`config.mk`:
```
export PLATFORM = sky130hd
export DESIGN_NAME = lbi_core
export DESIGN_NICKNAME = d
export VERILOG_FILES = /design/src/rtl/lbi_pkg.sv /design/src/rtl/lbi_sync.sv /design/src/rtl/lbi_core.sv
export SDC_FILE = /design/constraint.sdc
export NUM_CORES = 1
export LEC_CHECK = 0
export ABC_AREA = 1
export BUFFER_PORTS_ARGS = -buffer_cell sky130_fd_sc_hd__buf_2
export CAP_MARGIN = 20
export CORE_MARGIN = 2
export CORE_UTILIZATION = 30
export DETAILED_ROUTE_END_ITERATION = 7
export GPL_TIMING_DRIVEN = 0
export HOLD_SLACK_MARGIN = 0.02
export PLACE_DENSITY = 0.52
export RECOVER_POWER = 25
export SLEW_MARGIN = 5
export SYNTH_ARGS = -nofsm -noshare
export SYNTH_HDL_FRONTEND = slang
export SYNTH_SLANG_ARGS = --single-unit
```
`constraint.sdc`:
```
create_clock -name core_clk -period 2 [get_ports core_clk]
set_input_delay 0.4 -clock core_clk [delete_from_list [all_inputs] [get_ports core_clk]]
set_output_delay 0.4 -clock core_clk [all_outputs]
set_load 0.02 [all_outputs]
```
`src/rtl/lbi_pkg.sv`:
```
// Package for the local bus interrupt status and enable block.
// Assumes a 32-bit local register port on a single core clock.
package lbi_pkg;

    localparam int unsigned LBI_DATA_W = 32;
    localparam int unsigned LBI_ADDR_W = 12;
    localparam int unsigned LBI_FLAG_W = 18;

    // Local bus byte addresses.
    localparam logic [11:0] LBI_ENABLE_ADDR = 12'h000;
    localparam logic [11:0] LBI_FLAGS_ADDR  = 12'h004;

    // Field positions shared by flags and enables.
    localparam int unsigned LBI_POWER_FAIL_BIT = 0;
    localparam int unsigned LBI_SYS_FAIL_BIT   = 1;
    localparam int unsigned LBI_LEVEL7_BIT     = 2;
    localparam int unsigned LBI_LEVEL1_BIT     = 8;
    localparam int unsigned LBI_SOFT_ACK_BIT   = 9;
    localparam int unsigned LBI_DMA_DONE_BIT   = 10;
    localparam int unsigned LBI_DMA_ERR_BIT    = 11;
    localparam int unsigned LBI_BUS_ERR_BIT    = 12;
    localparam int unsigned LBI_ARB_TMO_BIT    = 13;
    localparam int unsigned LBI_MBOX0_BIT      = 14;
    localparam int unsigned LBI_MBOX3_BIT      = 17;
    localparam int unsigned LBI_SOFT_REQ_EN_BIT = 0;

    // Values after reset.
    localparam logic [17:0] LBI_FLAGS_RESET  = 18'h00000;
    localparam logic [17:0] LBI_ENABLE_RESET = 18'h00000;
    localparam logic        LBI_SOFT_EN_RESET = 1'b0;

    // Levels 1..7 served-flag mask (bits 8 down to 2).
    localparam logic [17:0] LBI_LEVEL_MASK = 18'h001fc;

    typedef logic [17:0] lbi_vec_t;

endpackage : lbi_pkg

```
`src/rtl/lbi_sync.sv`:
```
// Two flip-flop synchroniser for a vector of asynchronous level inputs.
// Assumes the inputs come from pins outside the core clock domain.
`timescale 1ns/1ps
`default_nettype none
module lbi_sync #(
    parameter int unsigned WIDTH = 2
) (
    // Clock and reset
    input  wire logic             core_clk,
    input  wire logic             resetn,
    // Levels
    input  wire logic [WIDTH-1:0] async_in,
    output logic      [WIDTH-1:0] sync_out
);
    typedef struct packed {
        logic [WIDTH-1:0] stage1;
        logic [WIDTH-1:0] stage2;
    } lbi_sync_state_t;

    lbi_sync_state_t state;
    lbi_sync_state_t next_state;

    always_comb begin
        next_state.stage1 = async_in;
        next_state.stage2 = state.stage1;
    end

    always_ff @(posedge core_clk) begin
        if (!resetn) begin
            state <= '0;
        end else begin
            state <= next_state;
        end
    end

    assign sync_out = state.stage2;
endmodule : lbi_sync
`default_nettype wire

```
`src/rtl/lbi_core.sv`:
```
// Local bus interrupt status and enable logic: sticky event flags,
// per-source enables, one level interrupt request to the local CPU,
// and per-level gating of the VME interrupt handler.
// Assumes event inputs are one-cycle or level strobes from core_clk logic,
// except the failure lines which arrive from pins and are synchronised.
//
// Behaviour
// - Soft request enable bit gates VME request
// - Mailbox writes set flags 14 to 17
// - Arbiter timeout sets flag bit 13
// - Bus timer or BERR sets bit 12
// - DMA abort on error sets bit 11
// - DMA success sets flag bit 10
// - Served soft request sets flag bit 9
// - Levels 1..7 served flags bits 8..2
// - SYSFAIL asserted sets flag bit 1
// - ACFAIL asserted sets flag bit 0
// - Pending sources read back as one
// - Writing one clears; zero leaves unchanged
// - Flags latch freely; level flags need enable
// - Any enabled set flag raises interrupt
// - Enable bits mirror flag positions
// - Level enable activates that level handler
// - Mailbox write raises interrupt when enabled
`timescale 1ns/1ps
`default_nettype none
module lbi_core
    import lbi_pkg::*;
(
    // Clock and reset
    input  wire logic                  core_clk,
    input  wire logic                  resetn,
    // Local register port
    input  wire logic [LBI_ADDR_W-1:0] reg_addr,
    input  wire logic                  reg_write,
    input  wire logic                  reg_read,
    input  wire logic [LBI_DATA_W-1:0] reg_wdata,
    output logic      [LBI_DATA_W-1:0] reg_rdata,
    // Software interrupt request enable of the VME interrupter
    input  wire logic                  soft_enable_write,
    input  wire logic                  soft_enable_wdata,
    output logic                       vme_soft_request_enable,
    input  wire logic                  soft_request_pending,
    output logic                       vme_soft_request_out,
    // Event strobes from core logic
    input  wire logic [3:0]            mailbox_write,
    input  wire logic                  arbiter_timeout,
    input  wire logic                  bus_timer_expired,
    input  wire logic                  vme_berr_seen,
    input  wire logic                  dma_aborted,
    input  wire logic                  dma_done,
    input  wire logic                  soft_request_served,
    input  wire logic [7:1]            level_served,
    // Failure lines from pins, active high after pin inversion
    input  wire logic                  sysfail_pin,
    input  wire logic                  acfail_pin,
    // Outputs
    output logic [7:1]                 level_handler_enable,
    output logic                       local_irq
);

    typedef struct packed {
        lbi_vec_t  flags;
        lbi_vec_t  enables;
        logic      soft_en;
        logic      irq;
        logic [31:0] rdata;
    } lbi_core_state_t;

    lbi_core_state_t state;
    lbi_core_state_t next_state;

    logic [1:0] fail_sync;

    lbi_sync #(
        .WIDTH (2)
    ) u_fail_sync (
        .core_clk (core_clk),
        .resetn   (resetn),
        .async_in ({sysfail_pin, acfail_pin}),
        .sync_out (fail_sync)
    );

    // Widens an 18-bit register image onto the 32-bit data bus.
    function automatic logic [31:0] widen(input lbi_vec_t v);
        widen = {14'h0000, v};
    endfunction : widen

    // Places a per-level vector into the descending flag layout.
    function automatic lbi_vec_t level_to_vec(input logic [7:1] lv);
        lbi_vec_t v;
        v = '0;
        for (int n = 1; n <= 7; n++) begin
            v[LBI_LEVEL1_BIT + 1 - n] = lv[n];
        end
        level_to_vec = v;
    endfunction : level_to_vec

    lbi_vec_t set_vec;
    lbi_vec_t clr_vec;
    logic     wr_flags;
    logic     wr_enable;

    always_comb begin
        set_vec = '0;
        set_vec[LBI_MBOX3_BIT:LBI_MBOX0_BIT] = mailbox_write;
        set_vec[LBI_ARB_TMO_BIT]  = arbiter_timeout;
        set_vec[LBI_BUS_ERR_BIT]  = bus_timer_expired | vme_berr_seen;
        set_vec[LBI_DMA_ERR_BIT]  = dma_aborted;
        set_vec[LBI_DMA_DONE_BIT] = dma_done;
        set_vec[LBI_SOFT_ACK_BIT] = soft_request_served;
        // Served-level flags follow only enabled levels.
        set_vec = set_vec | (level_to_vec(level_served) & state.enables);
        set_vec[LBI_SYS_FAIL_BIT]   = fail_sync[1];
        set_vec[LBI_POWER_FAIL_BIT] = fail_sync[0];
    end

    assign wr_flags  = reg_write && (reg_addr == LBI_FLAGS_ADDR);
    assign wr_enable = reg_write && (reg_addr == LBI_ENABLE_ADDR);
    assign clr_vec   = wr_flags ? reg_wdata[LBI_FLAG_W-1:0] : '0;

    always_comb begin
        next_state = state;
        // A new event in the clearing cycle keeps its flag set.
        next_state.flags = (state.flags & ~clr_vec) | set_vec;
        if (wr_enable) begin
            next_state.enables = reg_wdata[LBI_FLAG_W-1:0];
        end
        if (soft_enable_write) begin
            next_state.soft_en = soft_enable_wdata;
        end
        next_state.irq = |(next_state.flags & next_state.enables);
        next_state.rdata = '0;
        if (reg_read) begin
            case (reg_addr)
                LBI_ENABLE_ADDR: next_state.rdata = widen(state.enables);
                LBI_FLAGS_ADDR:  next_state.rdata = widen(state.flags);
                default:         next_state.rdata = '0;
            endcase
        end
    end

    always_ff @(posedge core_clk) begin
        if (!resetn) begin
            state.flags   <= LBI_FLAGS_RESET;
            state.enables <= LBI_ENABLE_RESET;
            state.soft_en <= LBI_SOFT_EN_RESET;
            state.irq     <= 1'b0;
            state.rdata   <= '0;
        end else begin
            state <= next_state;
        end
    end

    assign reg_rdata               = state.rdata;
    assign local_irq               = state.irq;
    assign vme_soft_request_enable = state.soft_en;
    assign vme_soft_request_out    = state.soft_en & soft_request_pending;

    always_comb begin
        for (int n = 1; n <= 7; n++) begin
            level_handler_enable[n] = state.enables[LBI_LEVEL1_BIT + 1 - n];
        end
    end

endmodule : lbi_core
`default_nettype wire

```
==> results.txt <==
Synth Instances: 417
clock share of power: 45.7%
vias in the first global route: 2545
Crit path top cell by count: nand2_1
RSZ-0062 raised after global routing: false
maximum vdd drop: 0.000312 V
maxcap violations: 0
nets: 592
Vias/cell: 4.23
Async SR Flop Fraction: 0%
most frequent cells after synthesis: nand2_1 (146), dfxtp_1 (60), inv_1 (46), buf_4 (43), a21oi_1 (42)
worst r2r src: level_handler_enable[3]$_SDFF_PN0_
ant diodes: 0
detailed-route via count: 2772
yosys warns: 0
Setup CP Type: in -> reg
die area: 10300 um^2
PwrDens: 711 nW/um^2
pins over their slew limit: 0
HP Class: in -> reg
Max clock buf depth: 2
Slew @ Worst Pin: 0.694 ns
worst reg2reg setup slack: 0.86 ns
routability cong.: 0.812
switch share: 22.8%
outcome: complete, no violations
Max stage delay on crit path: 0.21 ns
area leader, netlist: dfxtp_1
TritonCTS clock tree: yes
sequential fraction of the synthesis area: 41.9%
Routed met3 length: 574 um
R2R cell count: 8
Flop pwr share: 46.7%
endpoints failing hold: 0
Worst path slowest cell: buf_4
Int Pwr: 2.02 mW
Final Cycle Share: 86.9%
clk_lat worst skew: 0.34 ns
Routed Antenna Nets: 0
# Post-CTS Setup Buffers: 0
Hold Path Depth: 3
first-pass GRT wire length: 11800 um
CTS H-tree depth: 3
antenna violations before repair: 0
relative slew slack: 53.7%
share of layout cells above drive strength 1: 27.5%
Synth cell types: 22
total I/O pin count: 112
metal2 WL: 3550 um
CTS resizes: 0
DR pass1 iterations: 4
synth top area cells: dfxtp_1 (42%), nand2_1 (19%), buf_4 (11%)
Final Critical Period: 1.74 ns
Root Buffer: clkbuf_8
CTS Buf Count: 9
Hold Crit Start: sysfail_pin
Synth Cell Area: 2870 um^2
crit path launch type: input port
Final Cell Area: 3690 um^2
Final HPWL DP: 5500 um
Avg Inst Size Synth: 6.87 um^2
WP data arrival: 1.94 ns
leak pwr: 1.83 nW
DRC: 0
met1 WL: 3400 um
pin count of the biggest net entering global routing: 11
Final Setup Violations: 0
Initial Util: 31.0%
initial detailed-routing violation count: 120
Hold WS: 0.240 ns
number of synthesized flops with an enable pin: 0
Reg clk slew, reported paths: 0.07 ns
chip width: 102 um
Placed Area: 3480 um^2
R2R Path End: local_irq$_SDFF_PN0_
share of the synthesized area in the top cell type: 41.9%
Port Buf Inserts: 81
CP max FO: 10
Die Span Y: 102 um
Most used DFF post-synth: dfxtp_1
Comb power frac: 7.6%
clock skew: 0.00619 ns
Fin Setup TNS: 0 ns
Psw: 0.599 mW
most common cell in the synthesized netlist: nand2_1
core area: 9240 um^2
Area Growth Syn to Fin: 28.7%
WL final: 7650 um
Clock Sinks: 60
critical-path cell list: buf_2 > nor2_1 > nand2_1 > nor2_2 > buf_4 > buf_6 > nand4_1 > nand2_1 > nand2_1 > nand2_1 > nand2_1 > nor2_1 > nand3_1 > nor2_1 > nor2_1
GRT overflow: 0
DR top layer: met4
Crit. End Element: flop
Fmax: 0.575 GHz
Hold Buf Count CTS: 0
total track usage: 15.2%
CP required: 2.20 ns
WL per Instance: 11.7 um
end of the worst hold path: u_fail_sync.next_state[1]$_SDFF_PN0_
Rows: 35
#FFs+latches synth: 60
cell families (layout without fill, tap and decap cells):
logic type | after synthesis | after routing | share of synthesized area, %
compound gates | 56 | 56 | 9.78
buf+inv | 105 | 202 | 19.8
flops | 60 | 60 | 41.9
other cells | 1 | 14 | 0.131
simple gates | 195 | 195 | 28.3
state kept, by name, indices dropped and copies added, names as in the netlist:
name,cells
reg_rdata,18
state,29
u_fail_sync.next_state,2
level_handler_enable,7
u_fail_sync.sync_out,2
vme_soft_request_enable,1
local_irq,1
worst max path at each step:
stage                            start                   end  slack [ns]  cells past startpoint
after floorplan           reg_addr[11]  local_irq$_SDFF_PN0_        0.35                     15
after global placement     reg_addr[1]  local_irq$_SDFF_PN0_       -0.12                     14
after detailed placement   reg_addr[9]  local_irq$_SDFF_PN0_       -0.12                     15
after CTS                  reg_addr[9]  local_irq$_SDFF_PN0_        0.24                     15
after global routing      reg_addr[11]  local_irq$_SDFF_PN0_        0.05                     15
final                      reg_addr[9]  local_irq$_SDFF_PN0_        0.26                     15
power by group through the flow:
stage | Clock, mW | Sequential [mW] | Combinational, mW
6_report | 1.20 | 1.22 | 0.200
5_1_grt | 1.29 | 1.23 | 0.222
4_1_cts | 1.23 | 1.22 | 0.201
3_5_place_dp | 0 | 1.25 | 0.200
3_3_place_gp | 0 | 1.25 | 0.199
2_1_floorplan | 0 | 1.25 | 0.112
metrics by stage:
step	setup WS [ns]	power [mW]	std cells	util, %
floorplan	0.350	1.36	430	-
global placement	-0.119	1.45	640	37.7
detailed placement	-0.117	1.45	640	37.7
CTS	0.243	2.66	656	40.0
global route	0.0473	2.74	656	39.9
finish	0.262	2.62	656	39.9
cell usage in the layout, fill, tap and decap left out, drive strengths merged:
cell    Yosys  routed
nand2     148     148
buf        49     122
dfxtp      60      60
inv        49      49
a21oi      42      42
nor2       27      27
clkbuf      5      24
nand4      17      17
conb        1      14
o21ai      14      14
clkinv      2       5
bufinv      0       2
nand3       2       2
nor3        1       1
cell type report:
cell class                      instances  area [um^2]
Buffer                                 54          377
Clock buffer                           11          141
Clock inverter                          5         75.1
Fill cell                            1000         5550
Inverter                               51          191
Multi-Input combinational cell        265         1140
Sequential cell                        60         1200
Tap cell                              129          161
Timing Repair Buffer                   81          395
worst max-delay path, delay by kind of cell:
family	cells	cell delay (ns)
buffers and inverters	3	0.48
and+or+nand+nor	12	1.07
per-layer routing:
| layer | vias up | GRT usage (%) |
|---|---|---|
| met1 | 1220 | 18.3 |
| li1 | 1448 | - |
| met4 | 0 | 6.24 |
| met5 | - | 0 |
| met2 | 92 | 25.7 |
| met3 | 12 | 3.93 |
(Power assumes the default switching activity.)
